### config.mk
export PLATFORM = sky130hd
export DESIGN_NAME = ibmta_port
export DESIGN_NICKNAME = d
export VERILOG_FILES = /design/src/rtl/ibmta_pkg.sv /design/src/rtl/ibmta_port.sv
export SDC_FILE = /design/constraint.sdc
export NUM_CORES = 1
export LEC_CHECK = 0
export BUFFER_PORTS_ARGS = -buffer_cell sky130_fd_sc_hd__buf_2
export CAP_MARGIN = 20
export CELL_PAD_IN_SITES_DETAIL_PLACEMENT = 1
export CELL_PAD_IN_SITES_GLOBAL_PLACEMENT = 2
export CORE_UTILIZATION = 31
export CTS_CLUSTER_SIZE = 14
export DETAILED_ROUTE_END_ITERATION = 8
export PLACE_DENSITY = 0.82
export SLEW_MARGIN = 25
export SYNTH_ARGS = -nofsm -noshare
export SYNTH_HDL_FRONTEND = slang
export SYNTH_SLANG_ARGS = --single-unit
### constraint.sdc
create_clock -name ref_clk -period 2.45 [get_ports ref_clk]
set_input_delay 0.3675 -clock ref_clk [delete_from_list [all_inputs] [get_ports ref_clk]]
set_output_delay 0.3675 -clock ref_clk [all_outputs]
set_load 0.02 [all_outputs]
### src/rtl/ibmta_pkg.sv
/*
  Constants, field layouts and carrier types for the instrument bus port.
  Assumes one 100 MHz system clock and logical (true = asserted) line levels.
*/
package ibmta_pkg;

  // ----------------------------------------------------------------
  // Register map and fields
  // ----------------------------------------------------------------
  localparam logic [3:0] OFS_MODE = 4'h0;
  localparam logic [3:0] OFS_BUSCFG = 4'h4;
  localparam logic [3:0] OFS_CTRL = 4'h8;
  localparam logic [3:0] OFS_STATUS = 4'hc;
  localparam int ROLE_LSB = 0;
  localparam int CONTENT_LSB = 4;
  localparam int TERM_BIT = 0;
  localparam int ENC_BIT = 1;
  localparam int ADDR_LSB = 8;
  localparam int TX_BIT = 0;
  localparam int SRQ_BIT = 1;
  localparam int ERRCLR_BIT = 2;
  localparam int ST_ERR_BIT = 16;
  localparam int ST_BUSY_BIT = 17;
  localparam int ST_TADS_BIT = 18;
  localparam int ST_LADS_BIT = 19;
  localparam int ST_SRQ_BIT = 20;

  // ----------------------------------------------------------------
  // Bus roles, content options, message parts
  // ----------------------------------------------------------------
  localparam logic [2:0] ROLE_TALK_ONLY = 3'h0;
  localparam logic [2:0] ROLE_LISTEN_ONLY = 3'h1;
  localparam logic [2:0] ROLE_TALK_LISTEN = 3'h2;
  localparam logic [2:0] ROLE_HARDCOPY = 3'h3;
  localparam logic [2:0] ROLE_DETACHED = 3'h4;
  localparam logic [1:0] CONT_SAMPLES = 2'h0;
  localparam logic [1:0] CONT_HDR_SAMPLES = 2'h1;
  localparam logic [1:0] CONT_PROGRAM = 2'h2;
  localparam logic [1:0] PART_REPLY = 2'h0;
  localparam logic [1:0] PART_HEADER = 2'h1;
  localparam logic [1:0] PART_SAMPLES = 2'h2;
  localparam logic [1:0] PART_PROGRAM = 2'h3;

  // ----------------------------------------------------------------
  // Reset values, address range, bus command and character codes
  // ----------------------------------------------------------------
  localparam logic [2:0] ROLE_RST = ROLE_TALK_LISTEN;
  localparam logic [4:0] ADDR_RST = 5'h01;
  localparam logic [4:0] ADDR_MAX = 5'h1e;
  localparam logic [1:0] GRP_LISTEN = 2'h1;
  localparam logic [1:0] GRP_TALK = 2'h2;
  localparam logic [6:0] CMD_UNLISTEN = 7'h3f;
  localparam logic [6:0] CMD_UNTALK = 7'h5f;
  localparam logic [7:0] CHR_CR = 8'h0d;
  localparam logic [7:0] CHR_LF = 8'h0a;

  typedef enum logic [4:0] {
    ST_IDLE = 5'h01,
    ST_CHECK = 5'h02,
    ST_SEND = 5'h04,
    ST_CR = 5'h08,
    ST_LF = 5'h10
  } ibmta_fsm_e;

  typedef struct packed {
    logic [7:0] dio;
    logic eoi;
    logic atn;
    logic dav;
    logic lsn_present;
    logic lsn_ready;
  } ibmta_bus_in_s;

  typedef struct packed {
    logic [7:0] dio;
    logic dio_oe;
    logic eoi;
    logic eoi_oe;
    logic dav;
    logic dav_oe;
    logic srq;
    logic srq_oe;
  } ibmta_bus_out_s;

  typedef struct packed {
    logic [7:0] data;
    logic last;
    logic valid;
  } ibmta_src_s;

  typedef struct packed {
    logic [7:0] data;
    logic msg_end;
    logic valid;
  } ibmta_rx_s;

  typedef struct packed {
    logic [2:0] role;
    logic [1:0] content;
    logic pend_term;
    logic pend_enc;
    logic [4:0] pend_addr;
    logic term_lf;
    logic enc;
    logic [4:0] addr;
    logic tads;
    logic lads;
    ibmta_fsm_e fsm;
    logic [1:0] part;
    logic err;
    logic srq_req;
    ibmta_bus_out_s bus;
    logic src_ready;
    ibmta_rx_s rx;
    logic [31:0] rd_data;
  } ibmta_state_s;

endpackage

### src/rtl/ibmta_port.sv
/*
  Device-side instrument bus port: role control, talker/listener state,
  message output with terminators, message input with end detection.
  Assumes all inputs synchronous to ref_clk and the three-wire handshake
  reduced to a dav strobe plus listener-ready and listener-present senses.
*/
// The strobed register port and the register offsets are this design's own decisions.
// Functional notes
// - Talk-only role is always addressed to talk, no controller needed
// - Talk-only ignores incoming commands and never raises service request
// - Talk-only transmit checks a listener is present, else flags error
// - Samples-only content sends only sample points of displayed waveforms
// - Header-and-samples content sends header then sample points
// - Program dump sends the selected stored program; options exclusive
// - Listen-only acts as listener only, ignores commands, never sends
// - Talk-listen accepts data when listener, replies when talker
// - Bus role cannot be changed over the bus, only locally
// - Detached role drives no lines and disables transmit
// - Terminator, address, encoding changes while detached stay pending
// - Eoi-only terminator: eoi with final byte, nothing appended
// - Linefeed terminator appends CR then Linefeed_plus_end_terminator with LF
// - Any received byte with eoi ends the incoming message
// - With linefeed terminator, received LF also ends message
// - Eoi always accompanies the last outgoing byte
// - One primary address for talk and listen, range 0 to 30
// - Linefeed-enabled receiver ends sequence transfer at first LF
`timescale 1ns/1ps
`default_nettype none

module ibmta_port
  import ibmta_pkg::*;
(
  input wire logic ref_clk,
  input wire logic rst_n,
  input wire logic ce,
  input wire logic [3:0] reg_addr,
  input wire logic [31:0] reg_wdata,
  input wire logic reg_wr,
  input wire logic reg_rd,
  output logic [31:0] reg_rdata,
  input wire ibmta_bus_in_s bus_i,
  output ibmta_bus_out_s bus_o,
  input wire ibmta_src_s src_i,
  output logic src_ready,
  output logic [1:0] src_part,
  output ibmta_rx_s rx_o,
  output logic enc_sel
);

  // ----------------------------------------------------------------
  // State
  // ----------------------------------------------------------------
  ibmta_state_s s_q;
  ibmta_state_s s_d;
  logic listening;
  logic talker_role;
  logic trig;
  logic slot;
  logic final_byte;
  logic [6:0] cmd;

  always_comb
  begin
    s_d = s_q;
    s_d.src_ready = 1'b0;
    s_d.rx.valid = 1'b0;
    s_d.rx.msg_end = 1'b0;
    s_d.bus.dav = 1'b0;
    s_d.bus.dav_oe = 1'b0;
    s_d.bus.dio_oe = 1'b0;
    s_d.bus.eoi = 1'b0;
    s_d.bus.eoi_oe = 1'b0;
    s_d.rd_data = 32'h0;
    cmd = bus_i.dio[6:0];
    talker_role = (s_q.role == ROLE_TALK_ONLY) ||
                  (s_q.role == ROLE_HARDCOPY);
    listening = (s_q.role == ROLE_LISTEN_ONLY) ||
                ((s_q.role == ROLE_TALK_LISTEN) && s_q.lads);
    trig = 1'b0;
    slot = !s_q.bus.dav && bus_i.lsn_ready;
    final_byte = src_i.last && (s_q.part != PART_HEADER);

    // ----------------------------------------------------------------
    // Register writes: the role is set only here, never from the bus
    // ----------------------------------------------------------------
    if (reg_wr)
    begin
      unique case (reg_addr)
        OFS_MODE:
        begin
          if (reg_wdata[ROLE_LSB +: 3] <= ROLE_DETACHED)
          begin
            s_d.role = reg_wdata[ROLE_LSB +: 3];
            s_d.tads = 1'b0;
            s_d.lads = 1'b0;
          end
          // A single field keeps the content options exclusive
          if (reg_wdata[CONTENT_LSB +: 2] <= CONT_PROGRAM)
          begin
            s_d.content = reg_wdata[CONTENT_LSB +: 2];
          end
        end
        OFS_BUSCFG:
        begin
          s_d.pend_term = reg_wdata[TERM_BIT];
          s_d.pend_enc = reg_wdata[ENC_BIT];
          if (reg_wdata[ADDR_LSB +: 5] <= ADDR_MAX)
          begin
            s_d.pend_addr = reg_wdata[ADDR_LSB +: 5];
          end
        end
        OFS_CTRL:
        begin
          s_d.srq_req = reg_wdata[SRQ_BIT];
          if (reg_wdata[ERRCLR_BIT])
          begin
            s_d.err = 1'b0;
          end
          // Transmit exists only for talker roles, not when detached
          trig = reg_wdata[TX_BIT] && talker_role &&
                 (s_q.fsm == ST_IDLE);
        end
        default:
        begin
        end
      endcase
    end

    // Settings reach the bus logic only outside the detached role
    if (s_q.role != ROLE_DETACHED)
    begin
      s_d.term_lf = s_q.pend_term;
      s_d.enc = s_q.pend_enc;
      s_d.addr = s_q.pend_addr;
    end

    // ----------------------------------------------------------------
    // Addressed state per role
    // ----------------------------------------------------------------
    if (talker_role && !(reg_wr && reg_addr == OFS_MODE))
    begin
      s_d.tads = 1'b1;
      s_d.lads = 1'b0;
    end
    else if (s_q.role == ROLE_LISTEN_ONLY && !(reg_wr &&
             reg_addr == OFS_MODE))
    begin
      s_d.lads = 1'b1;
      s_d.tads = 1'b0;
    end
    else if (s_q.role == ROLE_TALK_LISTEN && bus_i.atn && bus_i.dav)
    begin
      // Commands from the bus only steer addressing, never the role
      if (cmd == CMD_UNLISTEN)
      begin
        s_d.lads = 1'b0;
      end
      else if (cmd == CMD_UNTALK)
      begin
        s_d.tads = 1'b0;
      end
      else if (cmd[6:5] == GRP_LISTEN && cmd[4:0] == s_q.addr)
      begin
        s_d.lads = 1'b1;
      end
      else if (cmd[6:5] == GRP_TALK)
      begin
        // Another talker's address untalks this one
        s_d.tads = (cmd[4:0] == s_q.addr);
      end
    end

    // ----------------------------------------------------------------
    // Receive path; talk-only roles never take bus bytes
    // ----------------------------------------------------------------
    if (listening && !bus_i.atn && bus_i.dav)
    begin
      s_d.rx.valid = 1'b1;
      s_d.rx.data = bus_i.dio;
      // LF is also data in binary transfers; eoi is the safe end
      s_d.rx.msg_end = bus_i.eoi ||
                       (s_q.term_lf && bus_i.dio == CHR_LF);
    end

    // ----------------------------------------------------------------
    // Transmit sequencer
    // ----------------------------------------------------------------
    unique case (s_q.fsm)
      ST_IDLE:
      begin
        if (s_q.role == ROLE_TALK_LISTEN)
        begin
          s_d.part = PART_REPLY;
          if (s_q.tads && !bus_i.atn && src_i.valid)
          begin
            s_d.fsm = ST_SEND;
          end
        end
        if (trig)
        begin
          s_d.fsm = ST_CHECK;
          unique case (s_q.content)
            CONT_HDR_SAMPLES: s_d.part = PART_HEADER;
            CONT_PROGRAM: s_d.part = PART_PROGRAM;
            default: s_d.part = PART_SAMPLES;
          endcase
        end
      end
      ST_CHECK:
      begin
        if (!bus_i.lsn_present)
        begin
          s_d.err = 1'b1;
          s_d.fsm = ST_IDLE;
        end
        else
        begin
          s_d.fsm = ST_SEND;
        end
      end
      ST_SEND:
      begin
        if (!talker_role && s_q.role != ROLE_TALK_LISTEN)
        begin
          s_d.fsm = ST_IDLE;
        end
        else if (slot && src_i.valid && (talker_role ||
                 (s_q.tads && !bus_i.atn)))
        begin
          s_d.bus.dio = src_i.data;
          s_d.bus.dio_oe = 1'b1;
          s_d.bus.dav = 1'b1;
          s_d.bus.dav_oe = 1'b1;
          s_d.src_ready = 1'b1;
          if (src_i.last && s_q.part == PART_HEADER)
          begin
            s_d.part = PART_SAMPLES;
          end
          if (final_byte)
          begin
            if (s_q.term_lf)
            begin
              s_d.fsm = ST_CR;
            end
            else
            begin
              s_d.bus.eoi = 1'b1;
              s_d.bus.eoi_oe = 1'b1;
              s_d.fsm = ST_IDLE;
            end
          end
        end
      end
      ST_CR:
      begin
        if (slot)
        begin
          s_d.bus.dio = CHR_CR;
          s_d.bus.dio_oe = 1'b1;
          s_d.bus.dav = 1'b1;
          s_d.bus.dav_oe = 1'b1;
          s_d.fsm = ST_LF;
        end
      end
      ST_LF:
      begin
        if (slot)
        begin
          s_d.bus.dio = CHR_LF;
          s_d.bus.dio_oe = 1'b1;
          s_d.bus.dav = 1'b1;
          s_d.bus.dav_oe = 1'b1;
          s_d.bus.eoi = 1'b1;
          s_d.bus.eoi_oe = 1'b1;
          s_d.fsm = ST_IDLE;
        end
      end
      default:
      begin
        s_d.fsm = ST_IDLE;
      end
    endcase

    // A switch to detached or listen-only mid-message abandons it rather than finishing later
    if (s_q.role == ROLE_DETACHED || s_q.role == ROLE_LISTEN_ONLY)
    begin
      s_d.fsm = ST_IDLE;
      s_d.bus.dio_oe = 1'b0;
      s_d.bus.dav_oe = 1'b0;
      s_d.bus.eoi_oe = 1'b0;
      s_d.bus.dav = 1'b0;
      s_d.bus.eoi = 1'b0;
      s_d.src_ready = 1'b0;
    end

    // Service request only in the talk-listen role
    s_d.bus.srq = s_q.srq_req && (s_q.role == ROLE_TALK_LISTEN);
    s_d.bus.srq_oe = s_d.bus.srq;

    // ----------------------------------------------------------------
    // Register reads
    // ----------------------------------------------------------------
    if (reg_rd)
    begin
      unique case (reg_addr)
        OFS_MODE:
        begin
          s_d.rd_data[ROLE_LSB +: 3] = s_q.role;
          s_d.rd_data[CONTENT_LSB +: 2] = s_q.content;
        end
        OFS_BUSCFG:
        begin
          s_d.rd_data[TERM_BIT] = s_q.pend_term;
          s_d.rd_data[ENC_BIT] = s_q.pend_enc;
          s_d.rd_data[ADDR_LSB +: 5] = s_q.pend_addr;
        end
        OFS_STATUS:
        begin
          s_d.rd_data[TERM_BIT] = s_q.term_lf;
          s_d.rd_data[ENC_BIT] = s_q.enc;
          s_d.rd_data[ADDR_LSB +: 5] = s_q.addr;
          s_d.rd_data[ST_ERR_BIT] = s_q.err;
          s_d.rd_data[ST_BUSY_BIT] = (s_q.fsm != ST_IDLE);
          s_d.rd_data[ST_TADS_BIT] = s_q.tads;
          s_d.rd_data[ST_LADS_BIT] = s_q.lads;
          s_d.rd_data[ST_SRQ_BIT] = s_q.bus.srq;
        end
        default:
        begin
        end
      endcase
    end
  end

  always_ff @(posedge ref_clk or negedge rst_n)
  begin
    if (!rst_n)
    begin
      s_q <= '0;
      s_q.role <= ROLE_RST;
      s_q.pend_addr <= ADDR_RST;
      s_q.addr <= ADDR_RST;
      s_q.fsm <= ST_IDLE;
    end
    else if (ce)
    begin
      s_q <= s_d;
    end
  end

  assign reg_rdata = s_q.rd_data;
  assign bus_o = s_q.bus;
  assign src_ready = s_q.src_ready;
  assign src_part = s_q.part;
  assign rx_o = s_q.rx;
  assign enc_sel = s_q.enc;
endmodule

`default_nettype wire

==> flow_summary.json <==
{
  "finalWorstPathRequiredPeriod_ps": 2250,
  "final_min_period_over_clock_period": 0.919,
  "finalNonFillerCells": 596,
  "die_x_microns": 114,
  "cts.htree.levels": 3,
  "synth_edf_count": 0,
  "preCtsSetupSlack_ps": 188,
  "worstPathMaxFanout": 9,
  "cts_tree": "built",
  "synth_adder_area_share": 0.00321,
  "synth_seq_cells": 67,
  "fmax_mhz": 444,
  "post_cts.resized_instances": 0,
  "crit-reg2reg-launch": "s_q[86]$_DFFE_PN1P_",
  "final-seq-area_sq_um": 1680,
  "worst_setup_hold_path_clk_slew_ps": 60,
  "drc": 0,
  "grt_antenna_before_repair": 0,
  "worst_pin_slew_ps": 655,
  "fillerInstances": 1394,
  "timing.reg2reg.setup_slack_ps": 200,
  "setup_repair_after_global_routing_missed_its_margin": "no",
  "core_sq_um": 12200,
  "maxCapViolCount": 0,
  "synthToLayoutAreaGrowth_pct": 15.8,
  "grt_pass1_vias": 3027,
  "worst_ep_arrival_time_ps": 2450,
  "power.leakage_nw": 2.24,
  "drtAntennaViolNets": 0,
  "cts.path.max_buffers": 2,
  "routed_wire_length_microns": 10000,
  "fin_setup_tns_ps": 0,
  "critPathCapture": "bus_o[7]$_DFFE_PN0P_",
  "post-route-util": 0.371,
  "hold_slack_ps": 50.6,
  "groute.usage.overall": 0.163,
  "clock_sink_count": 67,
  "drt-initial-drc-count": 89,
  "multi_input_comb_area_sq_um": 1660,
  "worst-r2r-cell-count": 5,
  "most_common_cell_after_layout_fill_and_taps_aside": "sky130_fd_sc_hd__buf_2",
  "hp-class": "input port to async pin",
  "worst_setup_path_start": "s_q[86]$_DFFE_PN1P_",
  "finalMaxSlewViolations": 0,
  "numPortBuffers": 85,
  "report.final.setup_viol": 0,
  "place_congestion": 0.805,
  "detail_route.vias_per_cell": 4.80,
  "timing.clock.skew_ps": 7.62,
  "timing.slew.headroom": 0.563,
  "layout.cells.most_common_list": "85 x sky130_fd_sc_hd__buf_2, 63 x sky130_fd_sc_hd__dfrtp_1, 27 x sky130_fd_sc_hd__inv_1",
  "irDropWorstVdd_v": 0.000280,
  "grt_overflow": 0,
  "initial_utilization": 0.321,
  "clock_tree.root_cell": "sky130_fd_sc_hd__clkbuf_16",
  "synth-xor-area-share": 0.0273,
  "synthMuxAreaShare": 0.104,
  "synth_top_family_by_area": "buffers and inverters",
  "synth-simple-area-share": 0.129,
  "timing.rr.end": "bus_o[7]$_DFFE_PN0P_",
  "row_count": 40,
  "hold_viol_final": 0,
  "cts-buffers-inserted": 9,
  "die_area_sq_um": 13000,
  "postSynth.topFlopCell": "sky130_fd_sc_hd__dfrtp_1",
  "final_nets": 488,
  "finalWorstSetupSlack_ps": 199,
  "critical_path_required_ps": 2650,
  "pwr_density_cell_nw_per_um2": 832,
  "io_pins": 125,
  "dp_cells": 580,
  "mappedNetlistArea_sq_um": 3900,
  "syn_inst": 371,
  "wl_per_cell_microns": 16.8,
  "grt_first_pass_wirelength_microns": 16000,
  "post_cts_hold_buffer_count": 0,
  "critPathLaunchType": "flip-flop",
  "antenna_cells": 0,
  "die_h_microns": 114,
  "ys_warn_count": 0,
  "crit_path_end_kind": "flip-flop",
  "synthesized_area_fraction_occupied_by_ao_oa_aoi_and_oai_cells": 0.144,
  "async_reset_ff_frac": 1.00,
  "stdcell_area_sq_um": 4520,
  "detailroute.via_count": 2861,
  "outcome": "finished, final reports clean",
  "postSynthAreaPerCell_sq_um": 10.5,
  "synth-seq-area-share": 0.431,
  "total_power_mw": 3.76,
  "detailed_place.area_sq_um": 4190,
  "detailedRoute.firstPassIterationCount": 4,
  "setup_repair_bufs_after_cts": 0,
  "timing.setup.critical_path_class": "flip-flop to flip-flop",
  "final_layout_size_suffix_gt1_frac": 0.369,
  "grt_max_degree": 42,
  "hpwl_after_detailed_placement_microns": 7540,
  "netlist-cell-type-count": 66,
  "worst_skew_late_latency_ps": 340
}
## kinds of logic (layout without fill, tap and decap cells)
group,after synthesis,after routing
buffers and inverters,101,142
and+or+nand+nor,82,82
AOI/OAI and AO/OA,72,72
DFF,67,67
muxes,37,37
xor gates and xnor gates,10,10
adders and majority gates,1,1
other,1,17
## critical path: stages, from the launching register on
cell	delay, ps
sky130_fd_sc_hd__dfstp_2	670
sky130_fd_sc_hd__xor2_4	140
sky130_fd_sc_hd__o22ai_2	150
sky130_fd_sc_hd__a32oi_2	190
sky130_fd_sc_hd__or4_1	750
sky130_fd_sc_hd__mux2i_1	210
## cell usage after synthesis, types with 5 or more instances
master / instances / area, sq um
sky130_fd_sc_hd__dfrtp_1: 63 / 1580
sky130_fd_sc_hd__buf_4: 61 / 458
sky130_fd_sc_hd__inv_1: 27 / 101
sky130_fd_sc_hd__mux2_2: 26 / 293
sky130_fd_sc_hd__nor2_1: 15 / 56.3
sky130_fd_sc_hd__o21ai_0: 14 / 70.1
sky130_fd_sc_hd__nand2_1: 12 / 45.0
sky130_fd_sc_hd__mux2i_1: 10 / 100
sky130_fd_sc_hd__a22o_1: 9 / 78.8
sky130_fd_sc_hd__a21oi_1: 8 / 40.0
sky130_fd_sc_hd__a22oi_1: 8 / 60.1
sky130_fd_sc_hd__nand3_1: 7 / 35.0
sky130_fd_sc_hd__nor3_1: 7 / 35.0
sky130_fd_sc_hd__clkbuf_1: 6 / 22.5
sky130_fd_sc_hd__and3_1: 5 / 31.3
sky130_fd_sc_hd__buf_2: 5 / 25.0
sky130_fd_sc_hd__xnor2_1: 5 / 43.8
## worst min-delay path by stage
stage	from	endpoint	slack, ps	depth (start not counted)
after global routing	rst_n	reg_rdata[4]$_DFFE_PN0P_	90	1
after floorplan	rst_n	bus_o[0]$_DFFE_PN0P_	70	0
after global placement	rst_n	reg_rdata[5]$_DFFE_PN0P_	430	1
after detailed placement	rst_n	reg_rdata[5]$_DFFE_PN0P_	440	1
final	rst_n	reg_rdata[5]$_DFFE_PN0P_	50	1
after CTS	rst_n	reg_rdata[5]$_DFFE_PN0P_	70	1
## final cells by class
type                       instances  share of cell area
clock buffer                      10              0.0529
clock inverter                     6              0.0191
inverter                          27              0.0224
multi-input combinational        219               0.366
sequential                        67               0.372
tap                              168              0.0465
timing repair buffer              99               0.120
## power by group
group / leakage (nW) / switching (mW) / total [mW] / internal [mW]
clock network: 0.159 / 0.506 / 1.42 / 0.918
registers: 0.848 / 0.201 / 1.50 / 1.30
logic: 1.24 / 0.464 / 0.834 / 0.369
## sequential cells by signal, indices dropped and copies added, names as in the netlist
name,cells
enc_sel,1
rx_o,10
src_ready,1
reg_rdata,15
s_q,27
bus_o,11
src_part,2
## metal layers
layer | vias to the layer above | track usage | part of all wire
met5 | - | 0 | 0
met4 | 0 | 0.0831 | 0.024
met3 | 16 | 0.0334 | 0.048
met2 | 74 | 0.261 | 0.48
met1 | 1424 | 0.207 | 0.45
li1 | 1347 | - | -
No activity file was read; power rests on OpenSTA's default activity.
